$ cat src/hdl/plpc_pkg.sv
// constants, types and helper functions for the link and pause control block
package plpc_pkg;
	localparam longint CLK_HZ = 40000000;
	localparam int CLK_MHZ = 40;
	localparam int PHY0_LOOP_BIT = 14;
	localparam int PHY0_SPEED_BIT = 13;
	localparam int PHY0_AN_EN_BIT = 12;
	localparam int PHY0_DUPLEX_BIT = 8;
	localparam int HOST0_RESET_BIT = 0;
	localparam int ADV_10HD_BIT = 5;
	localparam int ADV_10FD_BIT = 6;
	localparam int ADV_100HD_BIT = 7;
	localparam int ADV_100FD_BIT = 8;
	localparam int ADV_PAUSE_BIT = 10;
	localparam logic [15:0] PAUSE_OPCODE = 16'h0001;
	localparam longint SLOT_BITS = 512;
	localparam longint RATE_100 = 100000000;
	localparam longint RATE_10 = 10000000;
	localparam logic [11:0] SLOT_CYC_100 =
		12'((SLOT_BITS * CLK_HZ + RATE_100 - 1) / RATE_100);
	localparam logic [11:0] SLOT_CYC_10 =
		12'((SLOT_BITS * CLK_HZ + RATE_10 - 1) / RATE_10);
	localparam int FLP_BIT_US = 125;
	localparam int ADV_BITS = 16;
	localparam int CS_WIN = 10;
	localparam logic [2:0] GROUP_LAST = 3'h4;
	localparam logic [10:0] DESCR_SEED = 11'h7ff;
	localparam logic [4:0] CG_IDLE = 5'h1f;
	localparam logic [4:0] CG_J = 5'h18;
	localparam logic [4:0] CG_K = 5'h11;
	localparam logic [4:0] CG_T = 5'h0d;
	localparam logic [4:0] CG_R = 5'h07;
	localparam int RX_FIFO_DEPTH = 4;
	localparam int NIB_W = 4;

	typedef enum logic [1:0] {AN_IDLE, AN_SEND, AN_WAIT, AN_DONE} plpc_an_t;

	// true when two zeros at least two positions apart sit in the window
	function automatic logic plpc_two_zeros(input logic [CS_WIN-1:0] w);
		logic hit;
		hit = 1'b0;
		for (int i = 0; i < CS_WIN; i++) begin
			for (int j = i + 2; j < CS_WIN; j++) begin
				if (!w[i] && !w[j]) begin
					hit = 1'b1;
				end
			end
		end
		return hit;
	endfunction : plpc_two_zeros

	// returns {valid, nibble}; control and unknown groups are not valid
	function automatic logic [4:0] plpc_decode(input logic [4:0] g);
		logic [4:0] r;
		r = 5'h00;
		case (g)
			5'h1e: r = 5'h10;
			5'h09: r = 5'h11;
			5'h14: r = 5'h12;
			5'h15: r = 5'h13;
			5'h0a: r = 5'h14;
			5'h0b: r = 5'h15;
			5'h0e: r = 5'h16;
			5'h0f: r = 5'h17;
			5'h12: r = 5'h18;
			5'h13: r = 5'h19;
			5'h16: r = 5'h1a;
			5'h17: r = 5'h1b;
			5'h1a: r = 5'h1c;
			5'h1b: r = 5'h1d;
			5'h1c: r = 5'h1e;
			5'h1d: r = 5'h1f;
			default: r = 5'h00;
		endcase
		return r;
	endfunction : plpc_decode
endpackage : plpc_pkg

$ cat src/hdl/plpc_stream_if.sv
// valid and ready stream carrier between the block's own modules
`timescale 1ns/10ps
`default_nettype none
interface plpc_stream_if #(parameter int W = 4);
	logic [W-1:0] data;
	logic valid;
	logic ready;
	modport src (output data, output valid, input ready);
	modport snk (input data, input valid, output ready);
endinterface : plpc_stream_if
`default_nettype wire

$ cat src/hdl/plpc_top.sv
// link coding, carrier, loop-back, negotiation and pause control
`timescale 1ns/10ps
`default_nettype none
module plpc_top import plpc_pkg::*; #(
	parameter int FLP_BIT_CYC = FLP_BIT_US * CLK_MHZ
) (
	// clock and reset
	input wire logic clk_sys,
	input wire logic reset_n,
	// host control register 0
	input wire logic host_ctrl0_wr,
	input wire logic [15:0] host_ctrl0_wdata,
	output logic [15:0] host_ctrl0_q,
	// transceiver control 0 and advertisement 4 contents
	input wire logic [15:0] phy_ctrl0,
	input wire logic [15:0] phy_adv4,
	// line side
	input wire logic line_rx_nrzi,
	input wire logic line_rx_bit_tgl,
	output logic line_tx_nrzi_q,
	output logic line_tx_man_q,
	output logic flp_pulse_q,
	// partner ability word from the link pulse receiver
	input wire logic lp_word_stb,
	input wire logic [15:0] lp_word,
	// transmit serial stream from the encoder
	input wire logic tx_nrz_bit,
	input wire logic tx_bit_stb,
	input wire logic tx_active,
	// received nibbles and 10 Mb/s loop bits
	output logic [3:0] rx_nib_q,
	output logic rx_nib_vld_q,
	input wire logic rx_nib_ready,
	output logic rx_overrun_q,
	output logic rx10_bit_q,
	output logic rx10_stb_q,
	// link status
	output logic crs_q,
	output logic col_q,
	output logic speed100_q,
	output logic full_duplex_q,
	output logic an_done_q,
	output logic pause_en_q,
	// received control frames and pause state
	input wire logic ctrl_frame_stb,
	input wire logic [15:0] ctrl_opcode,
	input wire logic [15:0] ctrl_param,
	output logic tx_pause_q,
	output logic [15:0] pause_timer_q
);
	logic rst;
	logic loop_en, an_en;
	logic [15:0] host_d;

	// host control: a written reset bit lives one cycle, then clears
	always_comb begin
		host_d = host_ctrl0_q;
		host_d[HOST0_RESET_BIT] = 1'b0;
		if (host_ctrl0_wr) begin
			host_d = host_ctrl0_wdata;
		end
	end

	always_ff @(posedge clk_sys) begin
		if (!reset_n) begin
			host_ctrl0_q <= 16'h0000;
		end else begin
			host_ctrl0_q <= host_d;
		end
	end

	assign rst = !reset_n || host_ctrl0_q[HOST0_RESET_BIT];
	assign loop_en = phy_ctrl0[PHY0_LOOP_BIT];
	assign an_en = phy_ctrl0[PHY0_AN_EN_BIT];

	// pin synchronisers; the third toggle stage only feeds the edge detect
	logic rxd_s1_q, rxd_s2_q, tgl_s1_q, tgl_s2_q, tgl_s3_q;
	always_ff @(posedge clk_sys) begin
		if (rst) begin
			rxd_s1_q <= 1'b0;
			rxd_s2_q <= 1'b0;
			tgl_s1_q <= 1'b0;
			tgl_s2_q <= 1'b0;
			tgl_s3_q <= 1'b0;
		end else begin
			rxd_s1_q <= line_rx_nrzi;
			rxd_s2_q <= rxd_s1_q;
			tgl_s1_q <= line_rx_bit_tgl;
			tgl_s2_q <= tgl_s1_q;
			tgl_s3_q <= tgl_s2_q;
		end
	end

	// transmit side: NRZ to NRZI, Manchester, idle on the NRZI line in loop-back
	logic tx_nrzi_q, tx_nrzi_d, idle_nrzi_q, idle_nrzi_d, lb_evt_q;
	logic man_half_q, man_half_d, line_nrzi_d, line_man_d;
	logic rx10_bit_d, rx10_stb_d;
	always_comb begin
		tx_nrzi_d = tx_nrzi_q;
		idle_nrzi_d = idle_nrzi_q;
		line_man_d = line_tx_man_q;
		man_half_d = 1'b0;
		if (tx_bit_stb) begin
			tx_nrzi_d = tx_nrzi_q ^ tx_nrz_bit;
			// idle is all ones, so its NRZI form toggles on every bit
			idle_nrzi_d = !idle_nrzi_q;
			line_man_d = !tx_nrz_bit;
			man_half_d = 1'b1;
		end else if (man_half_q) begin
			line_man_d = !line_tx_man_q;
		end
		line_nrzi_d = loop_en ? idle_nrzi_d : tx_nrzi_d;
		// second half-bit of the Manchester cell carries the data
		rx10_stb_d = loop_en && !speed100_q && man_half_q;
		rx10_bit_d = !line_tx_man_q;
	end

	always_ff @(posedge clk_sys) begin
		if (rst) begin
			tx_nrzi_q <= 1'b0;
			idle_nrzi_q <= 1'b0;
			line_tx_nrzi_q <= 1'b0;
			line_tx_man_q <= 1'b0;
			man_half_q <= 1'b0;
			lb_evt_q <= 1'b0;
			rx10_bit_q <= 1'b0;
			rx10_stb_q <= 1'b0;
		end else begin
			tx_nrzi_q <= tx_nrzi_d;
			idle_nrzi_q <= idle_nrzi_d;
			line_tx_nrzi_q <= line_nrzi_d;
			line_tx_man_q <= line_man_d;
			man_half_q <= man_half_d;
			lb_evt_q <= tx_bit_stb;
			rx10_bit_q <= rx10_bit_d;
			rx10_stb_q <= rx10_stb_d;
		end
	end

	// receive chain, one step per recovered bit
	logic [10:0] lfsr_q, lfsr_d;
	logic [CS_WIN-1:0] win_q, win_d;
	logic [4:0] grp_q, grp_d, dec;
	logic [2:0] gcnt_q, gcnt_d;
	logic crs_rx_q, crs_rx_d, prev_q, prev_d, push_q, push_d;
	logic [3:0] nib_q, nib_d;
	logic bit_evt, nrzi_in, nrz, key, dbit, ovr_d;
	plpc_stream_if #(.W(NIB_W)) fin ();
	plpc_stream_if #(.W(NIB_W)) fout ();

	always_comb begin
		bit_evt = tgl_s2_q ^ tgl_s3_q;
		nrzi_in = rxd_s2_q;
		if (loop_en) begin
			bit_evt = lb_evt_q && speed100_q;
			nrzi_in = tx_nrzi_q;
		end
		nrz = nrzi_in ^ prev_q;
		key = lfsr_q[10] ^ lfsr_q[8];
		dbit = nrz ^ key;
		lfsr_d = lfsr_q;
		win_d = win_q;
		grp_d = grp_q;
		gcnt_d = gcnt_q;
		crs_rx_d = crs_rx_q;
		prev_d = prev_q;
		nib_d = nib_q;
		push_d = 1'b0;
		dec = 5'h00;
		if (bit_evt) begin
			prev_d = nrzi_in;
			lfsr_d = {lfsr_q[9:0], key};
			win_d = {win_q[CS_WIN-2:0], dbit};
			grp_d = {grp_q[3:0], dbit};
			if (!crs_rx_q) begin
				if (plpc_two_zeros(win_d)) begin
					crs_rx_d = 1'b1;
					gcnt_d = 3'h0;
				end
			end else if (gcnt_q == GROUP_LAST) begin
				gcnt_d = 3'h0;
				dec = plpc_decode(grp_d);
				case (grp_d)
					CG_T, CG_IDLE: crs_rx_d = 1'b0;
					CG_J, CG_K, CG_R: crs_rx_d = 1'b1;
					default: begin
						push_d = dec[4];
						nib_d = dec[3:0];
					end
				endcase
			end else begin
				gcnt_d = gcnt_q + 3'h1;
			end
		end
		// a nibble that finds the fifo full is lost and flagged
		ovr_d = rx_overrun_q || (push_q && !fin.ready);
	end

	always_ff @(posedge clk_sys) begin
		if (rst) begin
			lfsr_q <= DESCR_SEED;
			win_q <= '1;
			grp_q <= 5'h00;
			gcnt_q <= 3'h0;
			crs_rx_q <= 1'b0;
			prev_q <= 1'b0;
			nib_q <= 4'h0;
			push_q <= 1'b0;
			rx_overrun_q <= 1'b0;
		end else begin
			lfsr_q <= lfsr_d;
			win_q <= win_d;
			grp_q <= grp_d;
			gcnt_q <= gcnt_d;
			crs_rx_q <= crs_rx_d;
			prev_q <= prev_d;
			nib_q <= nib_d;
			push_q <= push_d;
			rx_overrun_q <= ovr_d;
		end
	end

	assign fin.data = nib_q;
	assign fin.valid = push_q;

	plpc_fifo #(.W(NIB_W), .DEPTH(RX_FIFO_DEPTH)) u_rx_fifo (
		.clk_sys(clk_sys),
		.rst(rst),
		.wr(fin.snk),
		.rd(fout.src)
	);

	// output register so the nibble port comes from flops
	logic [3:0] onib_d;
	logic ovld_d;
	assign fout.ready = !rx_nib_vld_q || rx_nib_ready;
	always_comb begin
		onib_d = rx_nib_q;
		ovld_d = rx_nib_vld_q && !rx_nib_ready;
		if (fout.ready && fout.valid) begin
			onib_d = fout.data;
			ovld_d = 1'b1;
		end
	end

	always_ff @(posedge clk_sys) begin
		if (rst) begin
			rx_nib_q <= 4'h0;
			rx_nib_vld_q <= 1'b0;
		end else begin
			rx_nib_q <= onib_d;
			rx_nib_vld_q <= ovld_d;
		end
	end

	// negotiation: bursts carry clock pulses and a data pulse per one bit
	plpc_an_t an_q, an_d;
	logic [15:0] acnt_q, acnt_d, lp_q, lp_d, com;
	logic [3:0] abit_q, abit_d;
	logic lps_q, lps_d, asp_q, asp_d, afd_q, afd_d, apa_q, apa_d, flp_d;
	always_comb begin
		an_d = an_q;
		acnt_d = acnt_q;
		abit_d = abit_q;
		lp_d = lp_q;
		lps_d = lps_q || lp_word_stb;
		asp_d = asp_q;
		afd_d = afd_q;
		apa_d = apa_q;
		flp_d = 1'b0;
		com = phy_adv4 & lp_q;
		if (lp_word_stb) begin
			lp_d = lp_word;
		end
		case (an_q)
			AN_IDLE: begin
				acnt_d = 16'h0000;
				abit_d = 4'h0;
				if (an_en) begin
					an_d = AN_SEND;
				end
			end
			AN_SEND: begin
				acnt_d = acnt_q + 16'h0001;
				if (acnt_q == 16'h0000) begin
					flp_d = 1'b1;
				end else if (acnt_q == 16'(FLP_BIT_CYC / 2)) begin
					flp_d = phy_adv4[abit_q];
				end
				if (acnt_q == 16'(FLP_BIT_CYC - 1)) begin
					acnt_d = 16'h0000;
					abit_d = abit_q + 4'h1;
					if (abit_q == 4'(ADV_BITS - 1)) begin
						an_d = AN_WAIT;
					end
				end
			end
			AN_WAIT: begin
				an_d = lps_q ? AN_DONE : AN_SEND;
				asp_d = com[ADV_100FD_BIT] || com[ADV_100HD_BIT];
				afd_d = com[ADV_100FD_BIT] ||
					(!com[ADV_100HD_BIT] && com[ADV_10FD_BIT]);
				apa_d = com[ADV_PAUSE_BIT];
			end
			AN_DONE: an_d = AN_DONE;
			default: an_d = AN_IDLE;
		endcase
		if (!an_en) begin
			an_d = AN_IDLE;
			lps_d = 1'b0;
		end
	end

	always_ff @(posedge clk_sys) begin
		if (rst) begin
			an_q <= AN_IDLE;
			acnt_q <= 16'h0000;
			abit_q <= 4'h0;
			lp_q <= 16'h0000;
			lps_q <= 1'b0;
			asp_q <= 1'b0;
			afd_q <= 1'b0;
			apa_q <= 1'b0;
			flp_pulse_q <= 1'b0;
		end else begin
			an_q <= an_d;
			acnt_q <= acnt_d;
			abit_q <= abit_d;
			lp_q <= lp_d;
			lps_q <= lps_d;
			asp_q <= asp_d;
			afd_q <= afd_d;
			apa_q <= apa_d;
			flp_pulse_q <= flp_d;
		end
	end

	// link mode, carrier and collision
	logic sp_d, fd_d, done_d, pen_d, crs_d, col_d;
	always_comb begin
		done_d = an_en && (an_q == AN_DONE);
		sp_d = an_en ? asp_q : phy_ctrl0[PHY0_SPEED_BIT];
		fd_d = an_en ? afd_q : phy_ctrl0[PHY0_DUPLEX_BIT];
		pen_d = done_d && afd_q && apa_q;
		crs_d = crs_rx_q || (!full_duplex_q && tx_active);
		col_d = !full_duplex_q && tx_active && crs_rx_q;
	end

	always_ff @(posedge clk_sys) begin
		if (rst) begin
			speed100_q <= 1'b0;
			full_duplex_q <= 1'b0;
			an_done_q <= 1'b0;
			pause_en_q <= 1'b0;
			crs_q <= 1'b0;
			col_q <= 1'b0;
		end else begin
			speed100_q <= sp_d;
			full_duplex_q <= fd_d;
			an_done_q <= done_d;
			pause_en_q <= pen_d;
			crs_q <= crs_d;
			col_q <= col_d;
		end
	end

	// pause timer; only new frame starts are held, a frame in flight runs on
	logic [11:0] slot_q, slot_d, slot_len;
	logic [15:0] tmr_d;
	logic pse_d, pause_hit;
	always_comb begin
		slot_len = speed100_q ? SLOT_CYC_100 : SLOT_CYC_10;
		pause_hit = ctrl_frame_stb && pause_en_q &&
			(ctrl_opcode == PAUSE_OPCODE);
		slot_d = slot_q;
		tmr_d = pause_timer_q;
		pse_d = tx_pause_q;
		if (pause_hit) begin
			tmr_d = ctrl_param;
			pse_d = (ctrl_param != 16'h0000);
			slot_d = 12'h000;
		end else if (tx_pause_q) begin
			slot_d = slot_q + 12'h001;
			if (slot_q == slot_len - 12'h001) begin
				slot_d = 12'h000;
				tmr_d = pause_timer_q - 16'h0001;
				pse_d = (pause_timer_q != 16'h0001);
			end
		end
	end

	always_ff @(posedge clk_sys) begin
		if (rst) begin
			slot_q <= 12'h000;
			pause_timer_q <= 16'h0000;
			tx_pause_q <= 1'b0;
		end else begin
			slot_q <= slot_d;
			pause_timer_q <= tmr_d;
			tx_pause_q <= pse_d;
		end
	end

	fd_no_col_a: assert property (@(posedge clk_sys) disable iff (rst)
		full_duplex_q |=> !col_q)
		else $error("collision shown in full duplex");
	half_crs_tx_a: assert property (@(posedge clk_sys) disable iff (rst)
		(!full_duplex_q && tx_active) |=> crs_q)
		else $error("half duplex carrier missing while sending");
	full_crs_rx_a: assert property (@(posedge clk_sys) disable iff (rst)
		(full_duplex_q && !crs_rx_q) |=> !crs_q)
		else $error("full duplex carrier without reception");
	half_col_a: assert property (@(posedge clk_sys) disable iff (rst)
		(!full_duplex_q && tx_active && crs_rx_q) |=> col_q)
		else $error("overlap in half duplex without collision");
	pause_load_a: assert property (@(posedge clk_sys) disable iff (rst)
		(pause_hit && ctrl_param != 16'h0000) |=>
		(tx_pause_q && pause_timer_q == $past(ctrl_param)))
		else $error("pause timer not loaded");
	pause_zero_a: assert property (@(posedge clk_sys) disable iff (rst)
		(pause_hit && ctrl_param == 16'h0000) |=> !tx_pause_q)
		else $error("zero pause did not end pause");
	pause_gate_a: assert property (@(posedge clk_sys) disable iff (rst)
		(!tx_pause_q && (!pause_en_q || ctrl_opcode != PAUSE_OPCODE))
		|=> !tx_pause_q)
		else $error("pause entered without a valid request");
	slot_dec_a: assert property (@(posedge clk_sys) disable iff (rst)
		(tx_pause_q && !pause_hit && slot_q == slot_len - 12'h001) |=>
		(pause_timer_q == $past(pause_timer_q) - 16'h0001))
		else $error("pause timer missed a slot");
	soft_reset_a: assert property (@(posedge clk_sys) disable iff (!reset_n)
		(host_ctrl0_q[HOST0_RESET_BIT] && !host_ctrl0_wr) |=>
		(!host_ctrl0_q[HOST0_RESET_BIT] && an_q == AN_IDLE && !tx_pause_q))
		else $error("software reset did not clear");
	loop_idle_a: assert property (@(posedge clk_sys) disable iff (rst)
		(loop_en && tx_bit_stb) |=> (line_tx_nrzi_q != $past(line_tx_nrzi_q)))
		else $error("line not sending idle in loop-back");
endmodule : plpc_top
`default_nettype wire

$ cat src/hdl/plpc_fifo.sv
// small flip-flop fifo with valid and ready on both sides
`timescale 1ns/10ps
`default_nettype none
module plpc_fifo #(
	parameter int W = 4,
	parameter int DEPTH = 4
) (
	// clock and reset
	input wire logic clk_sys,
	input wire logic rst,
	// fill and drain sides
	plpc_stream_if.snk wr,
	plpc_stream_if.src rd
);
	// depth must be a power of two so the pointers wrap by themselves
	localparam int AW = $clog2(DEPTH);
	logic [W-1:0] mem_q [DEPTH];
	logic [W-1:0] mem_d [DEPTH];
	logic [AW-1:0] wp_q, wp_d, rp_q, rp_d;
	logic [AW:0] cnt_q, cnt_d;
	logic do_wr, do_rd;

	assign wr.ready = (cnt_q != (AW+1)'(DEPTH));
	assign rd.valid = (cnt_q != '0);
	assign rd.data = mem_q[rp_q];

	always_comb begin
		do_wr = wr.valid && wr.ready;
		do_rd = rd.valid && rd.ready;
		mem_d = mem_q;
		wp_d = wp_q;
		rp_d = rp_q;
		cnt_d = cnt_q;
		if (do_wr) begin
			mem_d[wp_q] = wr.data;
			wp_d = wp_q + 1'b1;
		end
		if (do_rd) begin
			rp_d = rp_q + 1'b1;
		end
		if (do_wr && !do_rd) begin
			cnt_d = cnt_q + 1'b1;
		end else if (do_rd && !do_wr) begin
			cnt_d = cnt_q - 1'b1;
		end
	end

	always_ff @(posedge clk_sys) begin
		if (rst) begin
			wp_q <= '0;
			rp_q <= '0;
			cnt_q <= '0;
			for (int i = 0; i < DEPTH; i++) begin
				mem_q[i] <= '0;
			end
		end else begin
			wp_q <= wp_d;
			rp_q <= rp_d;
			cnt_q <= cnt_d;
			mem_q <= mem_d;
		end
	end
endmodule : plpc_fifo
`default_nettype wire

$ cat config.mk
export PLATFORM = sky130hd
export DESIGN_NAME = plpc_top
export DESIGN_NICKNAME = d
export VERILOG_FILES = /design/src/hdl/plpc_pkg.sv /design/src/hdl/plpc_stream_if.sv /design/src/hdl/plpc_top.sv /design/src/hdl/plpc_fifo.sv
export SDC_FILE = /design/constraint.sdc
export NUM_CORES = 1
export LEC_CHECK = 0
export ABC_AREA = 1
export BUFFER_PORTS_ARGS = -buffer_cell sky130_fd_sc_hd__buf_2
export CAP_MARGIN = 20
export CORE_MARGIN = 2
export CORE_UTILIZATION = 40
export CTS_BUF_LIST = sky130_fd_sc_hd__clkbuf_8
export DETAILED_ROUTE_END_ITERATION = 10
export PLACE_DENSITY_LB_ADDON = 0.3
export SLEW_MARGIN = 20
export SYNTH_ARGS = -nofsm -noshare
export SYNTH_HDL_FRONTEND = slang
export SYNTH_SLANG_ARGS = --single-unit
$ cat constraint.sdc
create_clock -name clk_sys -period 2.1 [get_ports clk_sys]
set_input_delay 0.21 -clock clk_sys [delete_from_list [all_inputs] [get_ports clk_sys]]
set_output_delay 0.21 -clock clk_sys [all_outputs]
set_load 0.02 [all_outputs]
# Word level (Yosys, flattened, before mapping)
# Memories as Yosys holds them, arrays and structs flattened.
# Index checks and enable logic that the tools add are counted.
[word_totals] latchBits=0 elab_cells=287 mem_bits_rw=0 output_inout_bits=50 input_bits=107 memories=1 romBits=160 ff_bits=165
[classes] n_lt_le_gt_ge=4 div_mod_pow=0 eq_ne=18 shifts=0 bitwise_logic=14 mux=84 addsub=10 reduce_logical=105 multipliers=0
[mem_list] name="(name not given)" depth=32 word_bits=5 read_ports=1 rd_clocked_by_memory_dff=0 wr=0 line_no="plpc_pkg.sv:56" text="case (g)"
[op_table] op="2-to-1 mux 16 bit" n=4
[op_table] op="2-to-1 mux 1 bit" n=59
[op_table] op="logical AND 1 bit" n=54
[op_table] op="one-hot mux 16 bit (2 select lines)" n=1
[op_table] op="2-to-1 mux 12 bit" n=2
[op_table] op="logical NOT 1 bit" n=22
[op_table] op="adder 16 x 1 -> 16 bit, second input constant" n=1
[op_table] op="bitwise mux 16 bit" n=1
[op_table] op="equality test 16 x 1 -> 1 bit, second input constant" n=1
[op_table] op="equality test 16 x 12 -> 1 bit, second input constant" n=1
[op_table] op="equality test 16 x 13 -> 1 bit, second input constant" n=1
[op_table] op="logical NOT 16 bit" n=1
[op_table] op="2-to-1 mux 4 bit" n=4
[op_table] op="inequality test 16 x 1 -> 1 bit, second input constant" n=1
[op_table] op="nonzero test 16 bit" n=1
[op_table] op="subtractor 16 x 1 -> 16 bit, second input constant" n=1
[op_table] op="equality test 5 bit, second input constant" n=3
[op_table] op="2-to-1 mux 3 bit" n=5
[op_table] op="adder 12 x 1 -> 12 bit, second input constant" n=1
[op_table] op="equality test 12 bit" n=1
[op_table] op="nonzero test 2 bit" n=6
[op_table] op="subtractor 12 x 1 -> 12 bit, second input constant" n=1
[op_table] op="AND 11 bit" n=1
[op_table] op="AND reduction 2 bit" n=5
[op_table] op="other kinds (31)" n=57

# Logic depth before layout (Yosys ltp)
# Gate-level depths: netlist (run 1).
[depth] word_depth=45 depth_mapped=13 depth_no_buf=12

# Hierarchy
# From an unflattened synthesis (run 1), not the netlist that was laid out.
[hier_totals] cells_unflattened=1213 hier_area_um2=8186.6
[by_module_without_submodules] mod="plpc_top" cells_per_inst=1011 area_each_um2=6820.3 instances=1 seq_area_each_um2=2682.6
[by_module_without_submodules] mod="plpc_fifo" cells_per_inst=202 area_each_um2=1366.3 instances=1 seq_area_each_um2=460.4

# Worst setup path after synthesis (run 1)
# OpenSTA, ideal clock, no wires.
[synth_timing] path_kind="register -> register" from="register u_rx_fifo.cnt_q[0]" to="register u_rx_fifo.cnt_q[2]" setup_ns=0.070 slack_ns=0.224 stages_incl_launch_ff=14 t_arrival_ns=1.806 n_path_buf=1 synth_period_minus_slack_ns=1.876 t_required_ns=2.030 cell_sequence="dfxtp_1 > nor2_1 > nand2_1 > nand2_1 > inv_1 > buf_2 > ha_1 > inv_1 > fa_1 > nor2_1 > nor2_1 > nand2_1 > o21ai_0 > a21oi_1"
[synth_between] elab_chain_cells=5 elab_cells_between_ends=13 cone_classes="add/sub: 2; eq/ne: 1; mux: 2; reduce/logical: 8"
[synth_rtl] item="from (decl)" line_no="plpc_fifo.sv:20" text="logic [AW:0] cnt_q, cnt_d;"
[synth_rtl] item="from (signal assigned)" line_no="plpc_fifo.sv:59" text="cnt_q <= cnt_d;"
[synth_rtl] item="inequality test 3 bit (*)" line_no="plpc_fifo.sv:23" text="assign wr.ready = (cnt_q != (AW+1)'(DEPTH));"
[synth_rtl] item="logical AND 1 bit (*)" line_no="plpc_fifo.sv:28" text="do_wr = wr.valid && wr.ready;"
[synth_rtl] item="named net u_rx_fifo.do_wr" line_no="plpc_fifo.sv:21" text="logic do_wr, do_rd;"
[synth_rtl] item="logical NOT 1 bit" line_no="plpc_fifo.sv:43" text="end else if (do_rd && !do_wr) begin"
[synth_rtl] item="logical AND 1 bit" line_no="plpc_fifo.sv:43"
[synth_rtl] item="nonzero test 2 bit (no source line)"
# The timed path passes the listed nets; every way through them passes the cells marked *. The select of a mux whose other input is x is not followed.
# A chain may end at the register's enable or synchronous reset.

# Final worst setup path (run 1)
[layout_timing] from="register u_rx_fifo.cnt_q[0]" to="register u_rx_fifo.cnt_q[2]"
[layout_between] elab_chain_cells=5 elab_cells_between_ends=13 cone_classes="add/sub: 2; eq/ne: 1; mux: 2; reduce/logical: 8"
[layout_rtl] item="branches (longest 5 deep; another with subtractor 3 x 1 -> 3 bit)"
# Several ways; the timed one is not identified. The select of a mux whose other input is x is not followed.

==> results of run 1 <==
-- timing repair --
| action | in CTS | in global routing |
|---|---|---|
| hold buffers | 27 | 0 |
| endpoints found under the setup margin | 0 | 1 |
| endpoints found under the hold margin | 27 | 0 |
| gates resized for setup | 0 | 1 |
-- synth_stat cells, types with 2 or more instances --
cell       number
inv_4           2
a21oi_1        78
xor2_1         18
inv_1         112
nor3b_1         2
a31oi_1         9
xnor2_1         5
buf_6           3
clkbuf_1       15
nor4_1         10
nand3_2         6
o21ai_1         5
inv_2          10
nand3b_1        4
nand2_4         4
nand2_1       238
nor3_1         18
nor2_2          8
nor2_4          3
nor2_1        135
buf_8           2
ha_1           16
nand2_2         4
nand4_1        16
buf_2          17
nand3_1       109
o21ai_0        71
dfxtp_1       157
o31ai_1         2
o211ai_1       18
buf_1           2
o2bb2ai_1       2
a211oi_1        3
nor3_2          6
-- layer usage --
| layer | up-vias | GRT usage [%] | share of wire [%] |
|---|---|---|---|
| met5 | - | 0 | 0 |
| met4 | 0 | 6.285 | 1.5 |
| met3 | 17 | 4.007 | 4.4 |
| met2 | 155 | 31.90 | 46 |
| met1 | 3410 | 23.60 | 48 |
| li1 | 3981 | - | - |
-- power by group through the flow --
| stage | sequential, mW | clock [mW] | combinational (mW) |
|---|---|---|---|
| after floorplan | 3.43 | 0 | 0.750 |
| after global placement | 3.41 | 0 | 1.11 |
| after detailed placement | 3.41 | 0 | 1.13 |
| after CTS | 3.34 | 2.20 | 1.17 |
| after global routing | 3.38 | 2.31 | 1.33 |
| final | 3.34 | 2.12 | 1.16 |
-- critical path, cell delays in order (launching register included) --
cell and delay (ns):
dfxtp_1 0.36, nor3_1 0.25, nor2_1 0.08, inv_1 0.09
ha_1 0.14, inv_1 0.07, fa_1 0.38, nor2_1 0.11
nor2_1 0.04, nand2_1 0.07, o21ai_0 0.07, a21oi_1 0.12
-- cell type report --
cell class	instances	area [um^2]	area share, %
Multi-Input combinational cell	799	4030	43.08
Sequential cell	157	3143	33.60
Timing Repair Buffer	170	1013	10.83
Inverter	124	471.7	5.042
Tap cell	265	331.6	3.544
Clock buffer	19	261.5	2.795
Clock inverter	13	103.9	1.110
-- worst min-delay path by stage --
stage / end / cells after the start
after floorplan: full_duplex_q / 1
after global placement: tgl_s2_q / 2
after detailed placement: rxd_s2_q / 2
after CTS: pause_timer_q[11] / 3
after global routing: col_q / 3
final: col_q / 3
-- logic make-up (layout without fill, tap and decap cells) --
group | count (synthesis) | after routing | synth area share, %
AOI/OAI and AO/OA | 193 | 193 | 13.44
xor gates and xnor gates | 23 | 23 | 2.560
adders and majority gates | 17 | 17 | 2.799
buffers and inverters | 165 | 326 | 8.841
DFF | 157 | 157 | 39.94
and+or+nand+nor | 566 | 566 | 32.42
-- flip-flops by register name (all words and copies together), names as in the netlist, 2 cells and up --
register	flops
grp_q	4
an_q	2
fin.data	4
u_rx_fifo.cnt_q	3
win_q	9
abit_q	4
u_rx_fifo.rp_q	2
rx_nib_q	4
u_rx_fifo.mem_q	16
lp_q	4
lfsr_q	11
acnt_q	16
host_ctrl0_q	16
gcnt_q	3
slot_q	12
pause_timer_q	16
u_rx_fifo.wp_q	2
-- per-stage QoR --
step | hold WS (ns) | cell area (um^2) | instances | setup slack (ns)
floorplan | 0.3041 | 7869 | 1121 | 0.2243
global placement | 0.4026 | 8718 | 1488 | 0.2833
detailed placement | 0.3998 | 8718 | 1488 | 0.2683
CTS | 0.005664 | 9354 | 1547 | 0.2465
global route | 0.01251 | 9355 | 1547 | 0.03700
finish | 0.04025 | 9355 | 1547 | 0.2487
==> results.json, run 1 <==
{
  "fmax_mhz": 540.2,
  "cts_root_buf": "clkbuf_8",
  "die_h_um": 144.3,
  "insertedDiodeCount": 0,
  "min-delay-start": "tx_active",
  "drv_cap": 0,
  "crit_path_start_kind": "flip-flop",
  "layout-drive-gt1-share_pct": 17.32,
  "power_mw": 6.626,
  "crit_arrival_ns": 2.23,
  "worst_slew_pin_slew_ns": 0.6053,
  "final_common_cell": "nand2_1",
  "syn_area_per_cell_um2": 7.019,
  "synth_area_mm2": 0.007869,
  "grt_pass1_vias": 7015,
  "r2r_start": "u_rx_fifo.cnt_q[0]",
  "clk_path_buf_depth": 2,
  "seq_area_frac_synth_pct": 39.94,
  "cp-end-kind": "flip-flop",
  "crit_required_ns": 2.48,
  "p_per_area_mw_per_mm2": 708.2,
  "die_w_um": 144.3,
  "num_vias": 7563,
  "p_seq_share_pct": 50.5,
  "rsz0062_at_grt": "false",
  "drc": 0,
  "cts_htree_levels": 4,
  "n_fill_cell": 1963,
  "area_growth_pct": 18.89,
  "peakVddDrop_mv": 0.4612,
  "pwr-share-clk_pct": 32.0,
  "path_class": "flip-flop to flip-flop",
  "ant_nets": 0,
  "finClkSkew_ns": 0.01323,
  "setup_violations": 0,
  "finalCritPeriodShare_pct": 88.16,
  "r2r_end": "u_rx_fifo.cnt_q[2]",
  "synth_flop_cell": "dfxtp_1",
  "hold_viol": 0,
  "via_per_inst": 4.889,
  "ys_ff_latch": 157,
  "leakage_nw": 4.102,
  "core_area_mm2": 0.01940,
  "worstHoldPathType": "input port to flip-flop",
  "synth-edff-count": 0,
  "portBuffers": 132,
  "yosysWarningCount": 0,
  "slew_violations": 0,
  "antenna_found_initial": 0,
  "fin_tns_setup_ns": 0,
  "cts_sinks": 157,
  "async_reset_ff_share_pct": 0,
  "drt_iter0_markers": 482,
  "status": "finished, final reports clean",
  "synth_area_leaders": "dfxtp_1 40%, nand2_1 11%, nand3_1 6.9%, nor2_1 6.4%, inv_1 5.3%",
  "finish.utilization_pct": 48.23,
  "die_area_mm2": 0.02081,
  "r2r_slack_ns": 0.25,
  "grt_overflow": 0,
  "swShare_pct": 31.69,
  "yosysTopAreaCell": "dfxtp_1",
  "io_pins": 157,
  "initial_utilization_pct": 40.56,
  "cts_tree": "yes",
  "synth_top_area_share_pct": 39.94,
  "wl_per_cell_um": 12.16,
  "crit_path_start": "u_rx_fifo.cnt_q[0]",
  "netlist_instances": 1121,
  "std_cell_rows": 51,
  "comb_power_share_pct": 17.6,
  "intPower_mw": 4.526,
  "min_period_ns": 1.851,
  "dp_hpwl_mm": 13.61,
  "drtPass1Iterations": 5,
  "path_max_fanout": 4,
  "slew-limit-headroom_pct": 59.27,
  "reg2reg_depth": 11,
  "clock_latency_ns": 0.45,
  "gp_congestion": 0.9099,
  "grt_usage_pct": 18.73,
  "cts.reportedPaths.clkPinSlew_ns": 0.09,
  "drt-total-wl_mm": 18.82,
  "numCtsBuffers": 17,
  "crit_path_end": "u_rx_fifo.cnt_q[2]",
  "layout.nets": 1393,
  "p_sw_mw": 2.100,
  "synth_cell_types": 45,
  "syn_nets": 1245,
  "mostFrequentLayoutCells": "238 x nand2_1, 157 x dfxtp_1, 135 x nor2_1, 132 x buf_2, 112 x inv_1",
  "post_cts_buffers": 0,
  "grt_max_degree": 38,
  "grt_pass1_wl_mm": 31.82
}
(Power assumes the default switching activity.)
==> run 2: changes to the inputs <==
--- a/config.mk
+++ b/config.mk
@@ -12,7 +12,7 @@
 export CORE_UTILIZATION = 40
 export CTS_BUF_LIST = sky130_fd_sc_hd__clkbuf_8
 export DETAILED_ROUTE_END_ITERATION = 10
-export PLACE_DENSITY_LB_ADDON = 0.3
+export PLACE_DENSITY_LB_ADDON = 0.25
 export SLEW_MARGIN = 20
 export SYNTH_ARGS = -nofsm -noshare
 export SYNTH_HDL_FRONTEND = slang
==> run 2 against run 1 <==
Worst hold slack worse by 0.014 ns. Design area rose by 0.71%. Setup slack barely moved. Critical path depth unchanged. Count of clock-buffer cells in the layout increased by 1. Largest cell class unchanged. Global-route usage grew 0.17 points. Clock power increased by 5%. Via count shrank 0.41%.
==> results.json, run 2 (synthesis results as in run 1) <==
{
  "status": "finished, final reports clean",
  "cts_hold_buf": 27,
  "finish.utilization_pct": 48.57,
  "clock_latency_ns": 0.46,
  "drc": 0,
  "post_cts_resize_count": 0,
  "final_cell_area_mm2": 0.009422,
  "wl_per_cell_um": 12.46,
  "fin_ws_ns": 0.2487,
  "insertedDiodeCount": 0,
  "grt_overflow": 0,
  "crit_path_start_kind": "flip-flop",
  "fmax_mhz": 540.2,
  "leakage_nw": 4.135,
  "initial_utilization_pct": 40.56,
  "clk_path_buf_depth": 2,
  "place_ws_ns": 0.2559,
  "cp_common_cell": "nor2_1",
  "post_cts_buffers": 0,
  "cp-end-kind": "flip-flop",
  "min_period_ns": 1.851,
  "setup_violations": 0,
  "drtPass1Iterations": 5,
  "die_w_um": 144.3,
  "intPower_mw": 4.667,
  "finalCritPeriodShare_pct": 88.16,
  "hold_viol": 0,
  "dpl_cell_area_mm2": 0.008756,
  "num_vias": 7532,
  "peakVddDrop_mv": 0.3987,
  "final_common_cell": "nand2_1",
  "swShare_pct": 30.78,
  "p_seq_share_pct": 49.5,
  "pwr-share-clk_pct": 33.0,
  "area_growth_pct": 19.73,
  "drv_cap": 0,
  "cp_num_buf_inv": 2,
  "n_fill_cell": 1965,
  "worst_slew_pin_slew_ns": 0.5267,
  "fin_cells": 1552,
  "path_max_fanout": 4,
  "numCtsBuffers": 17,
  "layout.nets": 1399,
  "slew_violations": 0,
  "crit_arrival_ns": 2.24,
  "cts_htree_levels": 4,
  "io_pins": 157,
  "comb_power_share_pct": 17.5,
  "max_stage_delay_ns": 0.39,
  "finClkSkew_ns": 0.01696,
  "fin_tns_setup_ns": 0,
  "rsz0062_at_grt": "false",
  "antenna_found_initial": 0,
  "r2r_slack_ns": 0.25,
  "die_area_mm2": 0.02081,
  "path_class": "flip-flop to flip-flop",
  "mostFrequentLayoutCells": "238 x nand2_1, 157 x dfxtp_1, 135 x nor2_1, 132 x buf_2, 112 x inv_1",
  "dp_hpwl_mm": 14.07,
  "portBuffers": 132,
  "ant_nets": 0,
  "cts_sinks": 157,
  "place_inst": 1493,
  "grt_max_degree": 31,
  "worstHoldPathType": "input port to flip-flop",
  "p_per_area_mw_per_mm2": 715.6,
  "grt_pass1_wl_mm": 31.79,
  "multiInputGateArea_mm2": 0.004030,
  "gp_congestion": 0.8747,
  "crit_required_ns": 2.49,
  "seq_area_mm2": 0.003143,
  "via_per_inst": 4.853,
  "die_h_um": 144.3,
  "layout-drive-gt1-share_pct": 17.56,
  "cp_top_family": "simple AND/OR/NAND/NOR gates",
  "cts.reportedPaths.clkPinSlew_ns": 0.09,
  "slew-limit-headroom_pct": 64.57,
  "std_cell_rows": 51,
  "core_area_mm2": 0.01940,
  "slowest_stage": "fa_1",
  "cts_root_buf": "clkbuf_8",
  "grt_pass1_vias": 6827,
  "path_cells": "nor3_1, nor2_1, inv_1, ha_1, inv_1, fa_1, nor2_1, nor2_1, nand2_1, o21ai_0, a21oi_1",
  "drt-total-wl_mm": 19.34,
  "cts_tree": "yes",
  "grt_usage_pct": 18.90,
  "drt_iter0_markers": 409,
  "p_sw_mw": 2.075
}
run 2: final timing paths:
| kind | start | to | cells after the start |
|---|---|---|---|
| hold / removal | ctrl_param[11] | pause_timer_q[11] | 3 |
| setup reg to reg | u_rx_fifo.cnt_q[0] | u_rx_fifo.cnt_q[2] | 11 |
| hold reg to reg | rxd_s1_q | rxd_s2_q | 2 |
| setup / recovery | u_rx_fifo.cnt_q[0] | u_rx_fifo.cnt_q[2] | 11 |
run 2: worst reg2reg max path, stage by stage (launching register included):
cell and delay [ns]:
dfxtp_1 0.35, nor3_1 0.25, nor2_1 0.09, inv_1 0.09
ha_1 0.15, inv_1 0.07, fa_1 0.39, nor2_1 0.11
nor2_1 0.04, nand2_1 0.07, o21ai_0 0.07, a21oi_1 0.12
run 2: per-layer routing:
metal,GRT usage [%],routed length [um]
met1,25.16,9282
met2,31.05,8718
met3,4.106,1142
met4,5.212,199
met5,0,0
run 2: metrics by stage:
step	hold slack [ns]	power, mW
after floorplan	0.3041	4.179
after global placement	0.4001	4.533
after detailed placement	0.3977	4.549
after CTS	0.001436	6.803
after global routing	0.02713	7.118
final	0.02590	6.742
run 2: final cells by class:
| cell class | count | share of cell area [%] |
|---|---|---|
| Clock buffer | 20 | 2.922 |
| Clock inverter | 11 | 1.169 |
| Inverter | 124 | 4.993 |
| Multi-Input combinational cell | 799 | 42.78 |
| Sequential cell | 157 | 33.36 |
| Tap cell | 265 | 3.519 |
| Timing Repair Buffer | 176 | 11.26 |
run 2: power groups by stage:
stage / clock [mW] / sequential, mW / combinational [mW]
detailed placement: 0 / 3.41 / 1.14
global placement: 0 / 3.40 / 1.13
finish: 2.22 / 3.34 / 1.18
CTS: 2.28 / 3.34 / 1.18
floorplan: 0 / 3.43 / 0.750
global route: 2.40 / 3.38 / 1.34
